$ cat config.mk
export PLATFORM = sky130hd
export DESIGN_NAME = tpc_timer_ctl
export DESIGN_NICKNAME = d
export VERILOG_FILES = /design/src/rtl/tpc_pkg.sv /design/src/rtl/tpc_nvm.sv /design/src/rtl/tpc_timer_ctl.sv
export VERILOG_INCLUDE_DIRS = /design/src /design/src/rtl
export SDC_FILE = /design/constraint.sdc
export NUM_CORES = 1
export LEC_CHECK = 0
export BUFFER_PORTS_ARGS = -buffer_cell sky130_fd_sc_hd__buf_2
export CAP_MARGIN = 40
export CORE_MARGIN = 8
export CORE_UTILIZATION = 50
export DETAILED_ROUTE_END_ITERATION = 8
export PLACE_DENSITY = 0.68
export SETUP_SLACK_MARGIN = 0.5
export SLEW_MARGIN = 20
export SYNTH_ARGS = -nofsm -noshare
export SYNTH_HDL_FRONTEND = slang
export SYNTH_HIERARCHICAL = 1
export SYNTH_SLANG_ARGS = --single-unit
export TNS_END_PERCENT = 5
$ cat constraint.sdc
create_clock -name clk_sys -period 7.4 [get_ports clk_sys]
set_input_delay 2.22 -clock clk_sys [delete_from_list [all_inputs] [get_ports clk_sys]]
set_output_delay 2.22 -clock clk_sys [all_outputs]
set_load 0.01 [all_outputs]
$ cat src/rtl/tpc_regs.svh
// register indices, field positions, reset values and timing counts
`ifndef TPC_REGS_SVH
`define TPC_REGS_SVH

// register indices, byte address is four times the index
`define TPC_IDX_TDR 12'h008
`define TPC_IDX_TCR 12'h009
`define TPC_IDX_PCR 12'h00B
`define TPC_IDX_PAL 12'h00C
`define TPC_IDX_PAH 12'h00D
`define TPC_IDX_PDT 12'h00E
`define TPC_IDX_OPT 12'hF38
// nonvolatile window F30..F3F, upper index bits
`define TPC_NVM_HI 8'hF3
`define TPC_OPT_SLOT 4'h8

// timer control fields
`define TPC_B_TIR 7
`define TPC_B_TIM 6
`define TPC_B_TIN 5
`define TPC_B_TIE 4
`define TPC_B_PSC 3
`define TPC_PS_HI 2
// option byte fields
`define TPC_B_TIMER_OPTION_SELECT 6
`define TPC_B_CLS 5
`define TPC_B_OTIE 4
// programming control fields
`define TPC_B_HIGH_VOLTAGE_STATUS 2
`define TPC_B_PGE 1
`define TPC_B_PLE 0
`define TPC_PCR_ONES 5'h1F
`define TPC_OPT_ONES 6'h3F

// internal clock is the system clock divided by four
`define TPC_FOSC_DIV 4
`define TPC_DIV_LAST 2'((`TPC_FOSC_DIV) - 1)
`define TPC_CNT_ONE 8'h01
`define TPC_CNT_RST 8'hFF
`define TPC_EXT_DIV 8

`endif

$ cat src/rtl/tpc_pkg.sv
// types shared by the timer control block
package tpc_pkg;

  // startup phases: wait for option byte, load it, run
  typedef enum logic [1:0] {TPC_LOAD0, TPC_LOAD1, TPC_RUN} tpc_phase_t;

  // whole state of the control block
  typedef struct packed {
    tpc_phase_t phase;
    logic tin_s1;
    logic tin_s2;
    logic tin_prev;
    logic vpp_s1;
    logic vpp_s2;
    logic [1:0] div_cnt;
    logic timer_option_select;
    logic interrupt_request_flag;
    logic tim;
    logic input_source_select;
    logic external_pin_enable;
    logic [2:0] ps;
    logic [6:0] psc_cnt;
    logic [7:0] count;
    logic ple_n;
    logic pge_n;
    logic [11:0] paddr;
    logic [7:0] pdata;
    logic [11:0] laddr;
    logic [7:0] ldata;
    logic prog_prev;
    logic pend;
    logic ack;
    logic [7:0] rdat;
    logic irq;
    logic pin_en;
  } tpc_state_t;

  // registered read ports of the nonvolatile array
  typedef struct packed {
    logic [7:0] rd;
    logic [7:0] opt;
  } tpc_nvm_rd_t;

endpackage

$ cat src/rtl/tpc_nvm.sv
// small nonvolatile byte array holding the option byte window
`include "tpc_regs.svh"
module tpc_nvm #(
  parameter int DEPTH = 16,
  parameter int AW = 4
) (
  // clock and reset
  clk_sys,
  rstn,
  // bus read port
  rd_addr,
  rd_data,
  // programming port
  wr_en,
  wr_addr,
  wr_data,
  // option byte tap
  opt_data
);
  import tpc_pkg::*;
  input wire logic clk_sys;
  input wire logic rstn;
  input wire logic [AW-1:0] rd_addr;
  output logic [7:0] rd_data;
  input wire logic wr_en;
  input wire logic [AW-1:0] wr_addr;
  input wire logic [7:0] wr_data;
  output tpc_pkg::tpc_nvm_rd_t opt_data;

  // cells survive reset; an unprogrammed cell reads zero
  logic [7:0] cells [DEPTH];
  tpc_nvm_rd_t r_ff, nxt_r;

  // erased state
  initial begin
    for (int i = 0; i < DEPTH; i++) begin
      cells[i] = 8'h00;
    end
  end

  // programming can only add ones, like a real cell
  always_ff @(posedge clk_sys) begin
    if (wr_en) begin
      cells[wr_addr] <= cells[wr_addr] | wr_data;
    end
  end

  // next read values
  always_comb begin
    nxt_r.rd = cells[rd_addr];
    nxt_r.opt = cells[`TPC_OPT_SLOT];
  end

  // read registers
  always_ff @(posedge clk_sys or negedge rstn) begin
    if (!rstn) begin
      r_ff <= '0;
    end else begin
      r_ff <= nxt_r;
    end
  end

  assign rd_data = r_ff.rd;
  assign opt_data = r_ff;
endmodule

$ cat src/rtl/tpc_timer_ctl.sv
// timer prescaler, option byte and programming control with wishbone slave
// What this block does
// - both enables one: count external pin edges
// - option mode: bits 0,1,2,5 from option byte
// - option mode: bits 4 and 3 held one
// - timer control at 009, bit 3 special
// - option bits loaded at reset, read one
// - zero reached sets flag; reset, write-zero clear
// - mask bit one blocks timer interrupt
// - select external or system clock over four
// - enable bit gates pin, option mode one
// - clear bit zeroes prescaler, reads zero
// - select code n divides by two power n
// - option byte at F38, nonvolatile, erased zero
// - software mode: option bits give initial values
// - option bit 5 chooses clock source
// - option divide bits use same table
// - programming control at 00B, upper ones
// - latch enable low latches address, data
// - program only with both enables low
// - no high voltage disconnects both enables
// - program only when all three zero
// - counter decrements per tap, wraps round
`include "tpc_regs.svh"
module tpc_timer_ctl (
  // system
  input wire logic clk_sys,
  input wire logic rstn,
  // wishbone slave
  input wire logic wb_cyc_i,
  input wire logic wb_stb_i,
  input wire logic wb_we_i,
  input wire logic [13:0] wb_adr_i,
  input wire logic [3:0] wb_sel_i,
  input wire logic [31:0] wb_dat_i,
  output logic [31:0] wb_dat_o,
  output logic wb_ack_o,
  // pins
  input wire logic timer_pin,
  input wire logic vpp_high,
  // to the processor and pad
  output logic ext_pin_enable,
  output logic timer_irq
);
  import tpc_pkg::*;

  tpc_state_t s_ff, nxt_s;
  tpc_nvm_rd_t nvm_opt;
  logic [7:0] nvm_rd;
  logic [11:0] idx;
  logic [7:0] wd;
  logic req;
  logic wr;
  logic int_tick;
  logic ext_edge;
  logic src_tick;
  logic psc_tick;
  logic high_voltage_status;
  logic prog_now;
  logic nvm_we;

  // mask of prescaler bits that must be all ones for a tap
  function automatic logic [6:0] psc_mask(input logic [2:0] n);
    psc_mask = 7'((8'h01 << n) - 8'h01);
  endfunction

  // index falls inside the nonvolatile window
  function automatic logic in_nvm(input logic [11:0] a);
    in_nvm = (a[11:4] == `TPC_NVM_HI);
  endfunction

  // bus request decode
  assign idx = wb_adr_i[13:2];
  assign wd = wb_dat_i[7:0];
  assign req = wb_cyc_i & wb_stb_i & ~s_ff.pend & ~s_ff.ack & (s_ff.phase == TPC_RUN);
  assign wr = s_ff.pend & wb_we_i & wb_sel_i[0];

  // internal clock tick, system clock over four
  assign int_tick = (s_ff.div_cnt == `TPC_DIV_LAST);
  // rising edge of the synchronised pin
  assign ext_edge = s_ff.tin_s2 & ~s_ff.tin_prev;

  // source selection; option mode forces the enable high
  always_comb begin
    case ({s_ff.timer_option_select | s_ff.external_pin_enable, s_ff.input_source_select})
      2'b11: src_tick = ext_edge; // external events
      2'b10: src_tick = int_tick & s_ff.tin_s2; // gated internal clock
      2'b00: src_tick = int_tick; // internal clock
      default: src_tick = 1'b0; // disabled
    endcase
  end

  // prescaler tap at divide by two power n
  assign psc_tick = src_tick & ((s_ff.psc_cnt & psc_mask(s_ff.ps)) == psc_mask(s_ff.ps));

  // interlock: status reads one when no high voltage
  assign high_voltage_status = ~s_ff.vpp_s2;
  // programming condition
  assign prog_now = ~high_voltage_status & ~s_ff.pge_n & ~s_ff.ple_n;
  // one program pulse per entry into the condition
  assign nvm_we = prog_now & ~s_ff.prog_prev & in_nvm(s_ff.laddr);

  // next state
  always_comb begin
    logic [7:0] rmux;
    rmux = 8'h00;
    nxt_s = s_ff;

    // two flop synchronisers, edge seen on second stage
    nxt_s.tin_s1 = timer_pin;
    nxt_s.tin_s2 = s_ff.tin_s1;
    nxt_s.tin_prev = s_ff.tin_s2;
    nxt_s.vpp_s1 = vpp_high;
    nxt_s.vpp_s2 = s_ff.vpp_s1;

    // divider for the internal clock
    if (int_tick) begin
      nxt_s.div_cnt = 2'h0;
    end else begin
      nxt_s.div_cnt = s_ff.div_cnt + 2'h1;
    end

    // startup: option byte read port settles, then load
    case (s_ff.phase)
      TPC_LOAD0: begin
        nxt_s.phase = TPC_LOAD1;
      end
      TPC_LOAD1: begin
        // load source, enable and divide from option byte
        nxt_s.timer_option_select = nvm_opt.opt[`TPC_B_TIMER_OPTION_SELECT];
        nxt_s.input_source_select = nvm_opt.opt[`TPC_B_CLS];
        nxt_s.external_pin_enable = nvm_opt.opt[`TPC_B_OTIE];
        nxt_s.ps = nvm_opt.opt[`TPC_PS_HI:0];
        nxt_s.phase = TPC_RUN;
      end
      TPC_RUN: begin
        nxt_s.phase = TPC_RUN;
      end
      default: begin
        nxt_s.phase = TPC_LOAD0;
      end
    endcase

    // prescaler counts source ticks
    if (src_tick) begin
      nxt_s.psc_cnt = s_ff.psc_cnt + 7'h01;
    end
    // counter steps down, wrapping from zero to all ones
    if (psc_tick) begin
      nxt_s.count = s_ff.count - 8'h01;
    end

    // read data mux
    case (idx)
      `TPC_IDX_TDR: rmux = s_ff.count;
      `TPC_IDX_TCR: begin
        if (s_ff.timer_option_select) begin
          rmux = {s_ff.interrupt_request_flag, s_ff.tim, `TPC_OPT_ONES};
        end else begin
          rmux = {s_ff.interrupt_request_flag, s_ff.tim, s_ff.input_source_select, s_ff.external_pin_enable, 1'b0, s_ff.ps};
        end
      end
      `TPC_IDX_PCR: rmux = {`TPC_PCR_ONES, high_voltage_status, s_ff.pge_n, s_ff.ple_n};
      `TPC_IDX_PAL: rmux = s_ff.paddr[7:0];
      `TPC_IDX_PAH: rmux = {4'h0, s_ff.paddr[11:8]};
      `TPC_IDX_PDT: rmux = s_ff.pdata;
      default: begin
        // nonvolatile window, option byte included
        if (in_nvm(idx)) begin
          rmux = nvm_rd;
        end
      end
    endcase

    // bus handshake: accept, one wait cycle, then ack
    nxt_s.pend = req;
    nxt_s.ack = s_ff.pend;
    if (s_ff.pend) begin
      nxt_s.rdat = rmux;
    end

    // register writes
    if (wr) begin
      case (idx)
        `TPC_IDX_TDR: nxt_s.count = wd;
        `TPC_IDX_TCR: begin
          // flag only clears by writing zero
          if (!wd[`TPC_B_TIR]) begin
            nxt_s.interrupt_request_flag = 1'b0;
          end
          nxt_s.tim = wd[`TPC_B_TIM];
          // option mode keeps the loaded bits
          if (!s_ff.timer_option_select) begin
            nxt_s.input_source_select = wd[`TPC_B_TIN];
            nxt_s.external_pin_enable = wd[`TPC_B_TIE];
            nxt_s.ps = wd[`TPC_PS_HI:0];
            // clear in the same write as a new select
            if (wd[`TPC_B_PSC]) begin
              nxt_s.psc_cnt = 7'h00;
            end
          end
        end
        `TPC_IDX_PCR: begin
          nxt_s.pge_n = wd[`TPC_B_PGE];
          nxt_s.ple_n = wd[`TPC_B_PLE];
        end
        `TPC_IDX_PAL: nxt_s.paddr[7:0] = wd;
        `TPC_IDX_PAH: nxt_s.paddr[11:8] = wd[3:0];
        `TPC_IDX_PDT: nxt_s.pdata = wd;
        default: begin
          // read only or unmapped: ignored
        end
      endcase
    end

    // reaching zero sets the flag; set wins over clear
    if (psc_tick && s_ff.count == `TPC_CNT_ONE) begin
      nxt_s.interrupt_request_flag = 1'b1;
    end

    // latch address and data while latch enable is low
    if (!high_voltage_status && !s_ff.ple_n) begin
      nxt_s.laddr = s_ff.paddr;
      nxt_s.ldata = s_ff.pdata;
    end
    nxt_s.prog_prev = prog_now;

    // outputs
    nxt_s.irq = s_ff.interrupt_request_flag & ~s_ff.tim;
    nxt_s.pin_en = s_ff.timer_option_select | s_ff.external_pin_enable;
  end

  // state register; enables of the programming path start high
  always_ff @(posedge clk_sys or negedge rstn) begin
    if (!rstn) begin
      s_ff <= '0;
      s_ff.ple_n <= 1'b1;
      s_ff.pge_n <= 1'b1;
      s_ff.count <= `TPC_CNT_RST;
    end else begin
      s_ff <= nxt_s;
    end
  end

  // nonvolatile array and option byte
  tpc_nvm #(
    .DEPTH(16),
    .AW(4)
  ) u_nvm (
    .clk_sys(clk_sys),
    .rstn(rstn),
    .rd_addr(wb_adr_i[5:2]),
    .rd_data(nvm_rd),
    .wr_en(nvm_we),
    .wr_addr(s_ff.laddr[3:0]),
    .wr_data(s_ff.ldata),
    .opt_data(nvm_opt)
  );

  // outputs straight from flops
  assign wb_dat_o = {24'h0000_00, s_ff.rdat};
  assign wb_ack_o = s_ff.ack;
  assign timer_irq = s_ff.irq;
  assign ext_pin_enable = s_ff.pin_en;
endmodule
# == Word-level counts from Yosys, hierarchy flattened ==
# Memory sizes are Yosys's and may differ from the RTL's. A register that Yosys moved wholly into a read port is not among the register bits.
# Index checks and enable logic that the tools add are counted.
# Widths: inputs -> output; s select.
# op_classes
add_sub_neg,4
n_eq_ne,16
shift,1
n_mux,22
bitwise,25
n_reduce_logical,16
# op_table
operator,count
$eq 12x4->1 const B,6
$pmux 8 s6,1
$mux 44,1
$mux 8,5
$eq 8x8->1 const B,2
$and 1x1->1,14
$mux 14,1
$mux 7,2
$mux 12,1
$reduce_and 2->1,5
$eq 2x2->1 const B,4
$eq 8x1->1 const B,1
$not 1->1,8
$or 8x8->8,1
$sub 8x1->8 const B,1
$add 7x1->7 const B,1
$and 7x7->7,1
$eq 7x7->1,1
$shl 1x3->7 const A,1
$sub 7x1->7 const B,1
$mux 6,1
$mux 5,1
$logic_not 2->1,2
$mux 1,4
13 further kinds,18
# totals
ff_bits,87
ramBits,128
in_bits,57
elab_cells,113
n_memories,1
# memory_table
memory,depth,width,read_ports,rd_clocked_by_memory_dff,write_ports,line_no,text
u_nvm.cells,16,8,3,2,1,tpc_nvm.sv:31,logic [7:0] cells [DEPTH];

# == Depth between registers and ports, before layout ==
# logic_depth
word_depth,9
depth_mapped,8
depth_no_buf,7

# == Cells and area by module ==
# Netlist, hierarchy kept.
# modules_own_cells
module,n_inst,cells_per_inst,area_each_um2,seq_area_each_um2
tpc_nvm,1,364,6570.1,4244.1
tpc_timer_ctl,1,383,4307.9,2189.6

# == Worst setup path before layout ==
# OpenSTA, ideal clock, no wires.
# synth_timing
path_kind,input to register
start,in wb_adr_i[7]
end,reg s_ff[49] in the netlist's numbering
setup_time_ns,0.125
t_arrival_ns,3.522
path_slack_ns,3.754
path_stages,5
n_path_buf,1
cell_sequence,nor4b_1 and4b_1 clkbuf_1 and4b_1 mux2_2
# synth_between
elab_chain_cells,2
# synth_rtl
item,line_no,text
from (decl),tpc_timer_ctl.sv:33,"input wire logic [13:0] wb_adr_i,"
$eq 12x4->1,tpc_timer_ctl.sv:184,case (idx)
$reduce_and 2->1 (no line),--,
to (signal assigned),tpc_timer_ctl.sv:241,s_ff <= nxt_s;
to (decl),tpc_timer_ctl.sv:47,"tpc_state_t s_ff, nxt_s;"
# No other way between the ends.
# A chain may end at the register's enable or synchronous reset.

# == Worst setup path in the final report ==
# layout_timing
start,in wb_adr_i[2]
end,reg s_ff (netlist bit wb_dat_o[1])
# layout_between
elab_chain_cells,2
word_cells_on_any_way,7
cone_classes,6 x eq/ne; 1 x mux
# layout_rtl
item,line_no,text
$eq 12x4->1,tpc_timer_ctl.sv:154,case (idx)
$pmux 8 s6 *,tpc_timer_ctl.sv:154,
# Mark *: on every way between the ends. The rest lies on a longest branch, timed or not.

==> results.md <==
- Outcome: finished clean
- WL final: 25.01 mm
- Post-layout min period: 4.039 ns
- Initial core utilization: 50.24%
- Power density over cell area: 236.4 nW/um2
- Clock Skews: 0.01562 ns
- Rel. slew slack: 42.60%
- Synthesis-to-finish area growth: 10.55%
- Number of routed nets with antenna violations: 0
- Post-cts resize count: 0
- Crit path max fanout: 23
- Fmax: 247.6 MHz
- Initial DRC Count: 724
- Post-route insts no fill: 1080
- Gr busiest metal: met2
- Syn. warnings: 6
- Crit Path Category: input pin to register
- Vias per std cell: 5.959
- Chip width: 163.2 um
- Crit end category: register
- Leakage: 3.893 nW
- DP Area: 11080 um2
- I/O Pins: 92
- Initial antenna violation count: 1
- Htree depth: 1
- Clock-pin slew on the worst setup and hold paths: 0.06 ns
- Max-cap violations: 0
- Total Nets Final: 843
- DPL Wire Length: 17.42 mm
- DR vias: 6436
- DR DRC count: 0
- WL per Instance: 23.16 um
- TritonCTS clock tree: done
- Pin count of the biggest net entering global routing: 61
- Hold-critical path depth: 0
- Met2 usage: 30.07%
- GPL Wtd Cong: 0.9024
- Die Ht: 163.2 um
- Setup TNS: 0 ns
- Clk Latency, worst-skew pair: 0.53 ns
- DP Cell Count: 1025
- GRT met3 Usage: 2.747%
- Port Buf Inserts: 38
- Finish-stage setup viols: 0
- Drt first pass iters: 5
- Core area: 21550 um2
- Row cnt: 54
- Critical Path AT: 4.48 ns
- Clock Root Buffer: clkbuf_16
- Hold Buf Count CTS: 0
- Global-route wire length before repair: 39.02 mm
- Filler cell count: 1690
- Nature of the critical path startpoint: input pin
- Mapped Cells: 745
- Syn Area/Cell: 14.53 um2
- Vias in the first global route: 6488
- Post-Syn Area: 10830 um2
- RSZ-0062 raised after global routing: false
- Clock sink count: 229
- Fin area: 11970 um2
- Post-CTS setup buffers: 0
- Register area: 6385 um2
- Die area: 26620 um2
- Max Root-Sink Buffers: 3
- Area of the multi-input gates: 3989 um2
- WP data required: 7.85 ns
- Final Hold Vio Count: 0
- Share of cells above drive strength 1: 30.79%
- Total track usage: 18.95%
- Worst r2r path cells: 7
- Slew Limit Fails: 0
- Final period util: 54.58%
- HP Class: register to register
- Number of buffers created by CTS: 26
- Met1 Resource Use GR: 26.86%
- VDD IR max: 0.1764 mV
- Worst-Margin Slew: 0.8578 ns
- Congestion Overflow GR: 0
## path summary, 6_finish.rpt
path	startpoint	end	slack (ns)
setup / recovery	wb_adr_i[2]	wb_dat_o[1]	3.36
hold / removal	nxt_s[80]	s_ff[80]	0.34
setup reg to reg	s_ff[54]	u_nvm/cells[2][1]	4.24
hold reg to reg	nxt_s[80]	s_ff[80]	0.34
max in group asynchronous	rstn	s_ff[21]	4.56
min in group asynchronous	rstn	wb_ack_o	1.69
## cell usage in the layout (no fill, tap or decap), drive strengths merged, types with 17 or more instances in the layout
master,instances
mux4,43
conb,24
a22oi,24
edfxtp,128
nand2,41
buf,63
dfrtp,91
nor2,54
mux2,97
a21oi,17
clkbuf,40
## area by class of cell
type                       instances  area share [%]
clock inverter                     8          0.6167
tap                              280           2.927
clock buffer                      40           6.219
inverter                           6          0.1881
timing repair buffer              63           3.366
sequential                       229           53.34
multi-input combinational        453           33.32
antenna                            1         0.02091
## per-layer routing
| metal | part of all wire [%] | vias to the layer above |
|---|---|---|
| met5 | 0 | - |
| met1 | 43 | 3294 |
| met2 | 48 | 234 |
| met4 | 2.0 | 0 |
| li1 | - | 2869 |
| met3 | 6.7 | 39 |
## stage by stage
| stage | setup WS, ns | power (mW) | utilization, % | hold WS [ns] |
|---|---|---|---|---|
| after floorplan | 3.754 | 1.585 | - | 0.3312 |
| after global placement | 2.890 | 1.620 | 51.10 | 0.3323 |
| after detailed placement | 2.899 | 1.629 | 51.43 | 0.3365 |
| after CTS | 3.361 | 2.852 | 55.22 | 0.3479 |
| after global routing | 3.196 | 2.929 | 55.54 | 0.3652 |
| final | 3.361 | 2.829 | 55.54 | 0.3437 |
## power breakdown
group	switching (mW)	leakage (nW)	internal [mW]
sequential	0.0411	1.97	1.39
clock	0.496	0.403	0.728
combinational	0.0988	1.52	0.0725
## registers in the layout, summed over array words and instances (netlist names)
name / flops
wb_dat_o: 8
u_nvm/opt_data: 6
timer_irq: 1
wb_ack_o: 1
u_nvm/rd_data: 8
ext_pin_enable: 1
nxt_s: 4
u_nvm/cells: 128
s_ff: 72
## critical path, stage by stage
cell and delay [ns]:
buf_2 0.51, buf_4 0.49, nor2b_1 0.39, a22oi_1 0.18, a21oi_1 0.35, a22oi_1 0.14, a21oi_1 0.17
(Power assumes the default switching activity.)
